==> src/psc_pkg.sv <==
package psc_pkg;
    localparam logic [11:0] PSC_ADDR_GLB_STATUS = 12'h38e;
    localparam logic [11:0] PSC_ADDR_GLB_ENABLE = 12'h38f;
    localparam logic [11:0] PSC_ADDR_OVF_CLEAR = 12'h390;
    localparam logic [11:0] PSC_ADDR_SAMPLE_EN = 12'h3f1;
    localparam logic [11:0] PSC_ADDR_CAPS = 12'h3e0;
    localparam logic [11:0] PSC_ADDR_MISC = 12'h3e1;
    localparam logic [11:0] PSC_ADDR_EVTSEL = 12'h3e2;
    localparam logic [11:0] PSC_ADDR_COUNTER = 12'h3e3;
    localparam logic [11:0] PSC_ADDR_BUF_INDEX = 12'h3e4;
    localparam logic [11:0] PSC_ADDR_BUF_MAX = 12'h3e5;
    localparam logic [11:0] PSC_ADDR_BUF_THRESH = 12'h3e6;
    localparam logic [11:0] PSC_ADDR_RELOAD = 12'h3e7;
    localparam logic [11:0] PSC_ADDR_CONTENT_SEL = 12'h3e8;
    localparam int PSC_SAMPLE_ON_BIT = 0;
    localparam int PSC_CAP_TRAP_BIT = 6;
    localparam int PSC_CAP_SAVE_ALL_BIT = 7;
    localparam int PSC_CAP_FMT_LSB = 8;
    localparam int PSC_MISC_MON_BIT = 7;
    localparam int PSC_MISC_ABSENT_BIT = 12;
    localparam int PSC_EVT_ENABLE_BIT = 22;
    localparam int PSC_EVT_INT_BIT = 20;
    localparam int PSC_STS_OVF0_BIT = 0;
    localparam int PSC_STS_BUF_FULL_BIT = 62;
    localparam logic [63:0] PSC_WORD_BYTES = 64'h8;
    localparam logic [7:0] PSC_CTR_FIELD_WORD = 8'h12;
    localparam logic [63:0] PSC_CTR_ZERO_MASK = 64'h1;
    localparam logic [63:0] PSC_ZERO64 = 64'h0;
    localparam logic [7:0] PSC_WORDS_BASIC = 8'h12;
    localparam logic [7:0] PSC_WORDS_LATENCY = 8'h16;
    localparam logic [7:0] PSC_WORDS_TUNING = 8'h18;
    localparam logic [7:0] PSC_WORDS_TIMESTAMP = 8'h19;
    localparam logic [7:0] PSC_WORDS_SEL_HEAD = 8'h4;
    localparam logic [7:0] PSC_WORDS_SEL_GPR = 8'h12;
    localparam logic [7:0] PSC_WORDS_SEL_MEM = 8'h4;
    localparam logic [7:0] PSC_WORDS_SEL_LBR = 8'h2;

    typedef enum logic [3:0] {
        PSC_FMT_BASIC = 4'h0,
        PSC_FMT_LATENCY = 4'h1,
        PSC_FMT_TUNING = 4'h2,
        PSC_FMT_TIMESTAMP = 4'h3,
        PSC_FMT_SELECTED = 4'h4
    } psc_fmt_t;

    function automatic logic [7:0] psc_record_words(input logic [3:0] fmt, input logic [2:0] sel);
        logic [7:0] n;
        n = PSC_WORDS_BASIC;
        case (fmt)
            PSC_FMT_LATENCY: n = PSC_WORDS_LATENCY;
            PSC_FMT_TUNING: n = PSC_WORDS_TUNING;
            PSC_FMT_TIMESTAMP: n = PSC_WORDS_TIMESTAMP;
            PSC_FMT_SELECTED:
                n = PSC_WORDS_SEL_HEAD + (sel[0] ? PSC_WORDS_SEL_GPR : 8'h0)
                    + (sel[1] ? PSC_WORDS_SEL_MEM : 8'h0) + (sel[2] ? PSC_WORDS_SEL_LBR : 8'h0);
            default: n = PSC_WORDS_BASIC;
        endcase
        return n;
    endfunction
endpackage

==> src/psc_control.sv <==
`timescale 1ns/10ps
`default_nettype none
module psc_control
    import psc_pkg::*;
#(
    parameter int CTR_WIDTH = 48,
    parameter logic TRAP_LIKE = 1'b1,
    parameter logic [3:0] RECORD_FMT = 4'h0
)
(
    input wire logic sys_clk_in,
    input wire logic rst_n_in,
    input wire logic msr_wr_in,
    input wire logic msr_rd_in,
    input wire logic [11:0] msr_addr_in,
    input wire logic [63:0] msr_wdata_in,
    input wire logic event_in,
    input wire logic insn_complete_in,
    input wire logic [63:0] core_word_in,
    input wire logic freeze_on_overflow_irq_in,
    input wire logic branch_trace_req_in,
    input wire logic branch_trace_done_in,
    input wire logic mem_ready_in,
    output logic [63:0] msr_rdata_out,
    output logic msr_rd_valid_out,
    output logic msr_err_out,
    output logic mem_valid_out,
    output logic [63:0] mem_addr_out,
    output logic [63:0] mem_data_out,
    output logic [7:0] core_word_sel_out,
    output logic insn_hold_out,
    output logic branch_trace_go_out,
    output logic counter_overflow_interrupt_out,
    output logic sample_done_out
);
    typedef enum logic [2:0] {
        PSC_ST_IDLE = 3'b000,
        PSC_ST_ARMED = 3'b001,
        PSC_ST_WAIT_DONE = 3'b010,
        PSC_ST_CHECK = 3'b011,
        PSC_ST_WRITE = 3'b100
    } psc_state_t;

    psc_state_t state_reg;
    psc_state_t state_next;
    logic [63:0] glb_en_reg;
    logic [63:0] sample_en_reg;
    logic [63:0] evtsel_reg;
    logic [CTR_WIDTH-1:0] ctr_reg;
    logic [63:0] buf_index_reg;
    logic [63:0] buf_max_reg;
    logic [63:0] buf_thresh_reg;
    logic [63:0] reload_reg;
    logic [2:0] content_sel_reg;
    logic ovf0_reg;
    logic buf_full_reg;
    logic irq_pend_reg;
    logic bts_pend_reg;
    logic bts_busy_reg;
    logic insn_hold_reg;
    logic bts_go_reg;
    logic irq_reg;
    logic [63:0] rdata_reg;
    logic rd_valid_reg;
    logic err_reg;

    wire fits;
    wire reach_thresh;
    wire [63:0] next_index;
    wire writer_done;
    wire [7:0] rec_words = psc_record_words(RECORD_FMT, content_sel_reg);

    // register decode
    wire hit_status = msr_addr_in == PSC_ADDR_GLB_STATUS;
    wire hit_glb_en = msr_addr_in == PSC_ADDR_GLB_ENABLE;
    wire hit_ovf_clr = msr_addr_in == PSC_ADDR_OVF_CLEAR;
    wire hit_samp_en = msr_addr_in == PSC_ADDR_SAMPLE_EN;
    wire hit_caps = msr_addr_in == PSC_ADDR_CAPS;
    wire hit_misc = msr_addr_in == PSC_ADDR_MISC;
    wire hit_evtsel = msr_addr_in == PSC_ADDR_EVTSEL;
    wire hit_ctr = msr_addr_in == PSC_ADDR_COUNTER;
    wire hit_index = msr_addr_in == PSC_ADDR_BUF_INDEX;
    wire hit_max = msr_addr_in == PSC_ADDR_BUF_MAX;
    wire hit_thresh = msr_addr_in == PSC_ADDR_BUF_THRESH;
    wire hit_reload = msr_addr_in == PSC_ADDR_RELOAD;
    wire hit_content = msr_addr_in == PSC_ADDR_CONTENT_SEL;
    wire hit_any = hit_status | hit_glb_en | hit_ovf_clr | hit_samp_en | hit_caps | hit_misc
        | hit_evtsel | hit_ctr | hit_index | hit_max | hit_thresh | hit_reload | hit_content;
    wire rd_only = hit_status | hit_caps | hit_misc;
    wire wr_ok = msr_wr_in && hit_any && !rd_only;
    wire rd_ok = msr_rd_in && hit_any && !hit_ovf_clr;

    // status, capability and feature words
    wire [63:0] status_word = ({63'h0, ovf0_reg} << PSC_STS_OVF0_BIT)
        | ({63'h0, buf_full_reg} << PSC_STS_BUF_FULL_BIT);
    wire [63:0] caps_word = ({60'h0, RECORD_FMT} << PSC_CAP_FMT_LSB)
        | (64'h1 << PSC_CAP_SAVE_ALL_BIT)
        | ({63'h0, TRAP_LIKE} << PSC_CAP_TRAP_BIT);
    wire [63:0] misc_word = 64'h1 << PSC_MISC_MON_BIT; // sampling-absent bit reads zero
    wire [63:0] ctr_word = {{(64-CTR_WIDTH){1'b0}}, ctr_reg};

    wire [63:0] rd_word = hit_status ? status_word
        : hit_glb_en ? glb_en_reg
        : hit_samp_en ? sample_en_reg
        : hit_caps ? caps_word
        : hit_misc ? misc_word
        : hit_evtsel ? evtsel_reg
        : hit_ctr ? ctr_word
        : hit_index ? buf_index_reg
        : hit_max ? buf_max_reg
        : hit_thresh ? buf_thresh_reg
        : hit_reload ? reload_reg
        : hit_content ? {61'h0, content_sel_reg}
        : PSC_ZERO64;

    // counting and overflow of counter zero
    wire count_on = glb_en_reg[0] && evtsel_reg[PSC_EVT_ENABLE_BIT];
    wire ctr_at_max = &ctr_reg;
    wire ovf_hit = count_on && event_in && ctr_at_max;
    wire sampling_on = sample_en_reg[PSC_SAMPLE_ON_BIT];

    // sample sequencing
    wire arm_now = ovf_hit && sampling_on;
    wire sample_evt = (state_reg == PSC_ST_ARMED) && sampling_on && count_on && event_in;
    wire check_pass = (state_reg == PSC_ST_CHECK) && fits;
    wire check_fail = (state_reg == PSC_ST_CHECK) && !fits;
    wire stored = (state_reg == PSC_ST_WRITE) && writer_done;
    wire samp_busy = (state_reg == PSC_ST_WAIT_DONE) || (state_reg == PSC_ST_CHECK)
        || (state_reg == PSC_ST_WRITE) || sample_evt;

    // interrupt sources and release
    wire ovf_int_src = ovf_hit && !sampling_on && evtsel_reg[PSC_EVT_INT_BIT];
    wire buf_int_src = (stored && reach_thresh) || check_fail;
    wire irq_fire = irq_pend_reg && !samp_busy && !bts_pend_reg && !bts_busy_reg;
    wire bts_grant = bts_pend_reg && !samp_busy && !bts_busy_reg;

    wire [63:0] ovf_clr_bits = (msr_wr_in && hit_ovf_clr) ? msr_wdata_in : PSC_ZERO64;

    always_comb
    begin
        state_next = state_reg;
        unique case (state_reg)
            PSC_ST_IDLE:
            begin
                if (arm_now)
                begin
                    state_next = PSC_ST_ARMED;
                end
            end
            PSC_ST_ARMED:
            begin
                if (!sampling_on)
                begin
                    state_next = PSC_ST_IDLE;
                end
                else if (sample_evt)
                begin
                    state_next = TRAP_LIKE ? PSC_ST_WAIT_DONE : PSC_ST_CHECK;
                end
            end
            PSC_ST_WAIT_DONE:
            begin
                if (insn_complete_in)
                begin
                    state_next = PSC_ST_CHECK;
                end
            end
            PSC_ST_CHECK:
            begin
                state_next = fits ? PSC_ST_WRITE : PSC_ST_IDLE;
            end
            PSC_ST_WRITE:
            begin
                if (writer_done)
                begin
                    state_next = PSC_ST_IDLE;
                end
            end
            default:
            begin
                state_next = PSC_ST_IDLE;
            end
        endcase
    end

    always_ff @(posedge sys_clk_in)
    begin
        if (!rst_n_in)
        begin
            state_reg <= PSC_ST_IDLE;
        end
        else
        begin
            state_reg <= state_next;
        end
    end

    // software-written control
    always_ff @(posedge sys_clk_in)
    begin
        if (!rst_n_in)
        begin
            glb_en_reg <= PSC_ZERO64;
            sample_en_reg <= PSC_ZERO64;
            evtsel_reg <= PSC_ZERO64;
            buf_max_reg <= PSC_ZERO64;
            buf_thresh_reg <= PSC_ZERO64;
            reload_reg <= PSC_ZERO64;
            content_sel_reg <= 3'h0;
        end
        else
        begin
            if (irq_fire && freeze_on_overflow_irq_in)
            begin
                glb_en_reg <= PSC_ZERO64;
            end
            else if (wr_ok && hit_glb_en)
            begin
                glb_en_reg <= msr_wdata_in;
            end
            if (wr_ok && hit_samp_en)
            begin
                sample_en_reg <= msr_wdata_in & 64'h1;
            end
            if (wr_ok && hit_evtsel)
            begin
                evtsel_reg <= msr_wdata_in;
            end
            if (wr_ok && hit_max)
            begin
                buf_max_reg <= msr_wdata_in;
            end
            if (wr_ok && hit_thresh)
            begin
                buf_thresh_reg <= msr_wdata_in;
            end
            if (wr_ok && hit_reload)
            begin
                reload_reg <= msr_wdata_in;
            end
            if (wr_ok && hit_content)
            begin
                content_sel_reg <= msr_wdata_in[2:0];
            end
        end
    end

    // counter, write index and status flags
    always_ff @(posedge sys_clk_in)
    begin
        if (!rst_n_in)
        begin
            ctr_reg <= '0;
            buf_index_reg <= PSC_ZERO64;
            ovf0_reg <= 1'b0;
            buf_full_reg <= 1'b0;
        end
        else
        begin
            if (stored)
            begin
                ctr_reg <= reload_reg[CTR_WIDTH-1:0];
            end
            else if (wr_ok && hit_ctr)
            begin
                ctr_reg <= msr_wdata_in[CTR_WIDTH-1:0];
            end
            else if (count_on && event_in)
            begin
                ctr_reg <= ctr_reg + 1'b1;
            end
            if (stored)
            begin
                buf_index_reg <= next_index;
            end
            else if (wr_ok && hit_index)
            begin
                buf_index_reg <= msr_wdata_in;
            end
            // a new overflow wins over clearing
            ovf0_reg <= ovf_hit
                || (ovf0_reg && !stored && !ovf_clr_bits[PSC_STS_OVF0_BIT]);
            buf_full_reg <= buf_int_src
                || (buf_full_reg && !ovf_clr_bits[PSC_STS_BUF_FULL_BIT]);
        end
    end

    // interrupt, branch trace ordering and instruction hold
    always_ff @(posedge sys_clk_in)
    begin
        if (!rst_n_in)
        begin
            irq_pend_reg <= 1'b0;
            irq_reg <= 1'b0;
            bts_pend_reg <= 1'b0;
            bts_busy_reg <= 1'b0;
            bts_go_reg <= 1'b0;
            insn_hold_reg <= 1'b0;
        end
        else
        begin
            irq_pend_reg <= ovf_int_src || buf_int_src || (irq_pend_reg && !irq_fire);
            irq_reg <= irq_fire;
            bts_pend_reg <= branch_trace_req_in || (bts_pend_reg && !bts_grant);
            bts_busy_reg <= bts_grant || (bts_busy_reg && !branch_trace_done_in);
            bts_go_reg <= bts_grant;
            insn_hold_reg <= !TRAP_LIKE && ((state_next == PSC_ST_CHECK)
                || (state_next == PSC_ST_WRITE));
        end
    end

    // register read answer
    always_ff @(posedge sys_clk_in)
    begin
        if (!rst_n_in)
        begin
            rdata_reg <= PSC_ZERO64;
            rd_valid_reg <= 1'b0;
            err_reg <= 1'b0;
        end
        else
        begin
            rdata_reg <= rd_ok ? rd_word : PSC_ZERO64;
            rd_valid_reg <= rd_ok;
            err_reg <= (msr_rd_in && !rd_ok) || (msr_wr_in && hit_any && rd_only)
                || (msr_wr_in && !hit_any);
        end
    end

    psc_bounds u_bounds (
        .index_in(buf_index_reg),
        .abs_max_in(buf_max_reg),
        .thresh_in(buf_thresh_reg),
        .words_in(rec_words),
        .fits_out(fits),
        .reach_thresh_out(reach_thresh),
        .next_index_out(next_index)
    );

    psc_record_writer u_writer (
        .sys_clk_in(sys_clk_in),
        .rst_n_in(rst_n_in),
        .start_in(check_pass),
        .base_in(buf_index_reg),
        .words_in(rec_words),
        .fmt_in(RECORD_FMT),
        .status_in(status_word),
        .core_word_in(core_word_in),
        .mem_ready_in(mem_ready_in),
        .mem_valid_out(mem_valid_out),
        .mem_addr_out(mem_addr_out),
        .mem_data_out(mem_data_out),
        .word_sel_out(core_word_sel_out),
        .done_out(writer_done)
    );

    assign msr_rdata_out = rdata_reg;
    assign msr_rd_valid_out = rd_valid_reg;
    assign msr_err_out = err_reg;
    assign insn_hold_out = insn_hold_reg;
    assign branch_trace_go_out = bts_go_reg;
    assign counter_overflow_interrupt_out = irq_reg;
    assign sample_done_out = writer_done;
endmodule
`default_nettype wire

==> src/psc_bounds.sv <==
`timescale 1ns/10ps
`default_nettype none
module psc_bounds
    import psc_pkg::*;
(
    input wire logic [63:0] index_in,
    input wire logic [63:0] abs_max_in,
    input wire logic [63:0] thresh_in,
    input wire logic [7:0] words_in,
    output logic fits_out,
    output logic reach_thresh_out,
    output logic [63:0] next_index_out
);
    wire [63:0] rec_bytes = {56'h0, words_in} * PSC_WORD_BYTES;
    // record must end at or below the absolute maximum
    assign next_index_out = index_in + rec_bytes;
    assign fits_out = (next_index_out <= abs_max_in) && (next_index_out > index_in);
    assign reach_thresh_out = next_index_out >= thresh_in;
endmodule
`default_nettype wire

==> src/psc_record_writer.sv <==
`timescale 1ns/10ps
`default_nettype none
module psc_record_writer
    import psc_pkg::*;
(
    input wire logic sys_clk_in,
    input wire logic rst_n_in,
    input wire logic start_in,
    input wire logic [63:0] base_in,
    input wire logic [7:0] words_in,
    input wire logic [3:0] fmt_in,
    input wire logic [63:0] status_in,
    input wire logic [63:0] core_word_in,
    input wire logic mem_ready_in,
    output logic mem_valid_out,
    output logic [63:0] mem_addr_out,
    output logic [63:0] mem_data_out,
    output logic [7:0] word_sel_out,
    output logic done_out
);
    logic [7:0] left_reg;
    wire [7:0] nxt_sel = word_sel_out + 8'h1;
    wire take = mem_valid_out && mem_ready_in;
    // word_sel_out names the word loaded next, so word 0 is ready when a record starts
    // word at the counter field carries status or the applicable-counter mask
    wire ctr_word = (word_sel_out == PSC_CTR_FIELD_WORD) && (fmt_in != PSC_FMT_BASIC)
        && (fmt_in != PSC_FMT_SELECTED);
    wire [63:0] ctr_data = (fmt_in == PSC_FMT_TIMESTAMP) ? PSC_CTR_ZERO_MASK : status_in;
    always_ff @(posedge sys_clk_in)
    begin
        if (!rst_n_in)
        begin
            mem_valid_out <= 1'b0;
            mem_addr_out <= PSC_ZERO64;
            mem_data_out <= PSC_ZERO64;
            word_sel_out <= 8'h0;
            left_reg <= 8'h0;
            done_out <= 1'b0;
        end
        else if (start_in)
        begin
            mem_valid_out <= 1'b1;
            mem_addr_out <= base_in;
            mem_data_out <= core_word_in;
            word_sel_out <= 8'h1;
            left_reg <= words_in - 8'h1;
            done_out <= 1'b0;
        end
        else if (take)
        begin
            // 64-bit entries, one per word address
            mem_valid_out <= left_reg != 8'h0;
            mem_addr_out <= mem_addr_out + PSC_WORD_BYTES;
            mem_data_out <= ctr_word ? ctr_data : core_word_in;
            // back to word 0 after the last word, ready for the next record
            word_sel_out <= (left_reg == 8'h0) ? 8'h0 : nxt_sel;
            left_reg <= left_reg - 8'h1;
            done_out <= left_reg == 8'h0;
        end
        else
        begin
            done_out <= 1'b0;
        end
    end
endmodule
`default_nettype wire

==> config.mk <==
export PLATFORM = sky130hd
export DESIGN_NAME = psc_control
export DESIGN_NICKNAME = d
export VERILOG_FILES = /design/src/psc_pkg.sv /design/src/psc_control.sv /design/src/psc_bounds.sv /design/src/psc_record_writer.sv
export SDC_FILE = /design/constraint.sdc
export NUM_CORES = 2
export LEC_CHECK = 0
export ABC_CLOCK_PERIOD_IN_PS = 5400
export BUFFER_PORTS_ARGS = -buffer_cell sky130_fd_sc_hd__buf_2
export CAP_MARGIN = 5
export CORE_MARGIN = 4
export CORE_UTILIZATION = 54
export DETAILED_ROUTE_END_ITERATION = 8
export PLACE_DENSITY = 0.74
export SYNTH_ARGS = -nofsm -noshare
export SYNTH_HDL_FRONTEND = slang
export SYNTH_SLANG_ARGS = --single-unit
==> constraint.sdc <==
create_clock -name sys_clk_in -period 5.4 [get_ports sys_clk_in]
set_clock_uncertainty 0.15 [all_clocks]
set_input_delay 0.81 -clock sys_clk_in [delete_from_list [all_inputs] [get_ports sys_clk_in]]
set_output_delay 0.81 -clock sys_clk_in [all_outputs]
set_load 0.02 [all_outputs]
==> summary.txt <==
Run status
  – Status: complete, but fails checks
  – Failing checks: setup timing

STA
  – Worst slew pin tran: between 1000 and 1500 ps
  – RSZ-0062 raised after global routing: yes
  – Slack of the critical path: -33.5 ps
  – Tightest slew margin relative to the limit: 24.5%
  – Final Max Slew Viols: 0
  – Final min period: between 5000 and 6000 ps
  – FMAX: 184 MHz
  – Setup violations, final: 26
  – Hold Fails Final Rpt: 0
  – Final worst-path cycle share: 101%

Hold path
  – Depth of the worst hold-timing path: 3
  – Hold WC Path Type: primary input to flip-flop
  – Min-Delay Startpoint: branch_trace_req_in
  – Hold Crit Endpoint: bts_pend_reg

Die
  – Die width: roughly 260 um
  – Die area: 0.0683 sq mm
  – Starting Density: 54.7%
  – Core footprint: about 0.063 sq mm
  – Io pins: 357
  – Number of core rows: slightly above 90
  – Die height: 261 um

Critical path
  – Arrival time of the worst setup path: between 5000 and 6000 ps
  – Worst r2r src: buf_index_reg[5]
  – CP Launch Type: flip-flop
  – Crit Reg-Reg Endpoint: u_writer.mem_data_out[43]
  – R2R cell count: 30
  – Critical Path Fanout Max: 11
  – Kind of critical path: flip-flop to flip-flop
  – Critical Path End Type: flip-flop
  – Flop2flop setup slack: -30 ps
  – CP required: approximately 5700 ps
  – Critical path's largest stage delay: about 370 ps
  – Crit path max-delay cell type: nor4_2

Yosys
  – Warnings from Yosys: 0
  – Adder-cell share of the synthesized area: about 5.8%
  – Main combinational cell family by area after synthesis: simple AND/OR/NAND/NOR gates
  – Seq/Total Area, Yosys: between 30% and 40%
  – Post-synthesis compound-gate area fraction: 18.6%
  – Mean Syn Cell Area: between 7 and 8 sq um
  – Post-synth net total: 4755
  – #FFs+latches synth: approximately 660
  – Ys async rst share: 0%
  – Top FF cell, synth: dfxtp_1
  – Cell area after synthesis: about 0.035 sq mm
  – Fraction of the mapped netlist area in simple logic gates: 21.9%
  – Fraction of synthesized area in multiplexers: a little over 5%
  – Post-Synth XOR/XNOR Area: under 10%
  – Post-synth EDFFs: 0
  – Netlist cell types: 81
  – Mapped Cells: roughly 4400

Finish
  – Most frequent cells in the layout: nand2_1, dfxtp_1, a21oi_1
  – Area delta synth->final: 19.1%
  – Final net count: roughly 5100
  – Non-Filler Instances: 5685
  – Layout cells sized above 1: between 10% and 20%
  – Commonest non-fill, non-tap cell in the layout: nand2_1

Clocking
  – TritonCTS Buffers: 74
  – Worst-Skew Late Latency: 640 ps
  – Maximum clock insertion buffer count: 3
  – Hold_buf cts: 0
  – Total clock sinks: between 600 and 700
  – H-tree depth: 3
  – Root buffer cell: clkbuf_16
  – CTS tree: built
  – Clock Pin Slew Worst Setup and Hold Paths: roughly 60 ps

Routing
  – Total iterations of the first detailed-routing run: 8
  – Initial DRC count: around 4800
  – Via density: a little over 6
  – DRC Markers: 0
  – Post-Route WL: 129 mm
  – Avg WL per Cell: approximately 23 um
  – Routed vias: roughly 35000
  – Antenna-violating nets left: 0

GRT
  – Largest net degree at the start of global routing: around 160
  – GR Util met1: between 50% and 60%
  – Global route overflow: 0
  – M3 GR Usage: a little over a tenth
  – First-pass GRT wire length: roughly 190 mm
  – Gr busiest metal: met2
  – GR Util All Layers: around 36%
  – Vias in the first global route: between 30000 and 40000
  – M2 GR Usage: between 50 and 60%
  – Initial antenna violation count: 14

Power
  – Pwr Total: around 10000 uW
  – Net Sw Frac: 22.9%
  – Net load switching power: between 2000 and 2500 uW
  – Pleak: around 0.016 uW
  – Clock share of power: a little over 50%
  – Areal power density over the cells: 254 mW/mm^2
  – Combinational share of power: 3.1%
  – Maximum VDD drop: approximately 0.00022 V
  – Sequential Power Share: a little under half
  – Internal power: between 8000 and 9000 uW

Placement
  – HPWL after DPL: ~90 mm
  – Cell Count Post-Placement: between 5000 and 6000
  – GPL Wtd Cong: just over 1
  – Port Buf Inserts: between 300 and 400
  – Dpl ws: -369 ps

Job
  – Max_cap viols: 0
synth_stat cells (all sizes together), types with 10 or more instances:
cell,instances,area [sq um]
a211oi,126,951
a21o,29,218
a21oi,550,2750
a221oi,15,131
a222oi,21,210
a22o,23,201
a22oi,13,97.6
a31oi,12,75.1
a32oi,15,131
and2,14,87.6
and3,39,244
and4,21,186
buf,55,287
clkbuf,248,931
dfxtp,658,13200
ha,162,2030
inv,236,886
mux2i,83,831
mux4,40,901
nand2,992,3720
nand2b,11,68.8
nand3,77,395
nand4,80,513
nor2,279,1050
nor2b,14,87.6
nor3,123,631
nor4,40,272
o211a,30,300
o211ai,19,143
o21ai,110,551
o221ai,10,87.6
o22ai,23,144
or3,17,106
xnor2,107,937
xor2,66,578
cells by family (layout without fill, tap and decap cells):
family	count (synthesis)	count (layout)
flops	658	658
xor+xnor	173	173
other cells	1	5
simple gates	1736	1736
compound gates	1046	1046
buf+inv	540	932
fa+ha+maj	162	162
mux	127	127
power by group through the flow:
stage                     Combinational [uW]  Sequential [uW]  Clock, uW
after floorplan                          130             4960          0
after global placement                   307             4960          0
after detailed placement                 306             4960          0
after CTS                                307             4860       5330
after global routing                     332             4850       5530
final                                    321             4860       5300
what timing repair did:
action	CTS	global route
gates cloned	3	12
endpoints found under the setup margin	147	147
setup buffers	5	9
pin swaps	10	35
gates resized for setup	26	55
hold endpoints to repair	0	0
final cells by class:
type,instances,area [sq um]
fill,5409,22100
multi-input combinational,3245,19800
sequential,658,13200
timing repair buffer,560,3800
clock buffer,101,2160
tap,846,1060
inverter,237,897
clock inverter,34,397
antenna,4,10.0
critical path: cells and delay by family, from the launching register on:
family | cells | cell delay, ps
compound gates | 4 | 520
fa+ha+maj | 3 | 530
buf+inv | 9 | 1090
flops | 1 | 350
mux | 1 | 150
simple gates | 13 | 2490
worst max path at each step:
stage                          start  slack (ps)  cells after the start                   endpoint
finish              buf_index_reg[5]         -30                     30  u_writer.mem_data_out[43]
global route        buf_index_reg[4]        -120                     30  u_writer.mem_data_out[46]
CTS                 buf_index_reg[4]           2                     29  u_writer.mem_data_out[30]
detailed placement  buf_index_reg[4]        -370                     26  u_writer.mem_addr_out[24]
global placement    buf_index_reg[4]        -220                     23  u_writer.mem_addr_out[53]
floorplan           buf_index_reg[5]          20                     24  u_writer.mem_addr_out[21]
routing by layer:
| layer | routed length (um) | part of all wire [%] |
|---|---|---|
| met5 | 59 | 0.046 |
| met4 | 4590 | 3.6 |
| met3 | 18000 | 14 |
| met2 | 54500 | 42 |
| met1 | 51800 | 40 |
metrics by stage:
step	setup TNS, ps	utilization (%)	area (sq um)	hold slack [ps]
finish	-302	65.2	41300	263
global route	-8950	65.2	41200	272
CTS	0	64.2	40700	251
detailed placement	-44880	59.8	37900	296
global placement	-26300	59.8	37900	289
floorplan	0	-	34700	282
No activity file was read; power rests on OpenSTA's default activity.
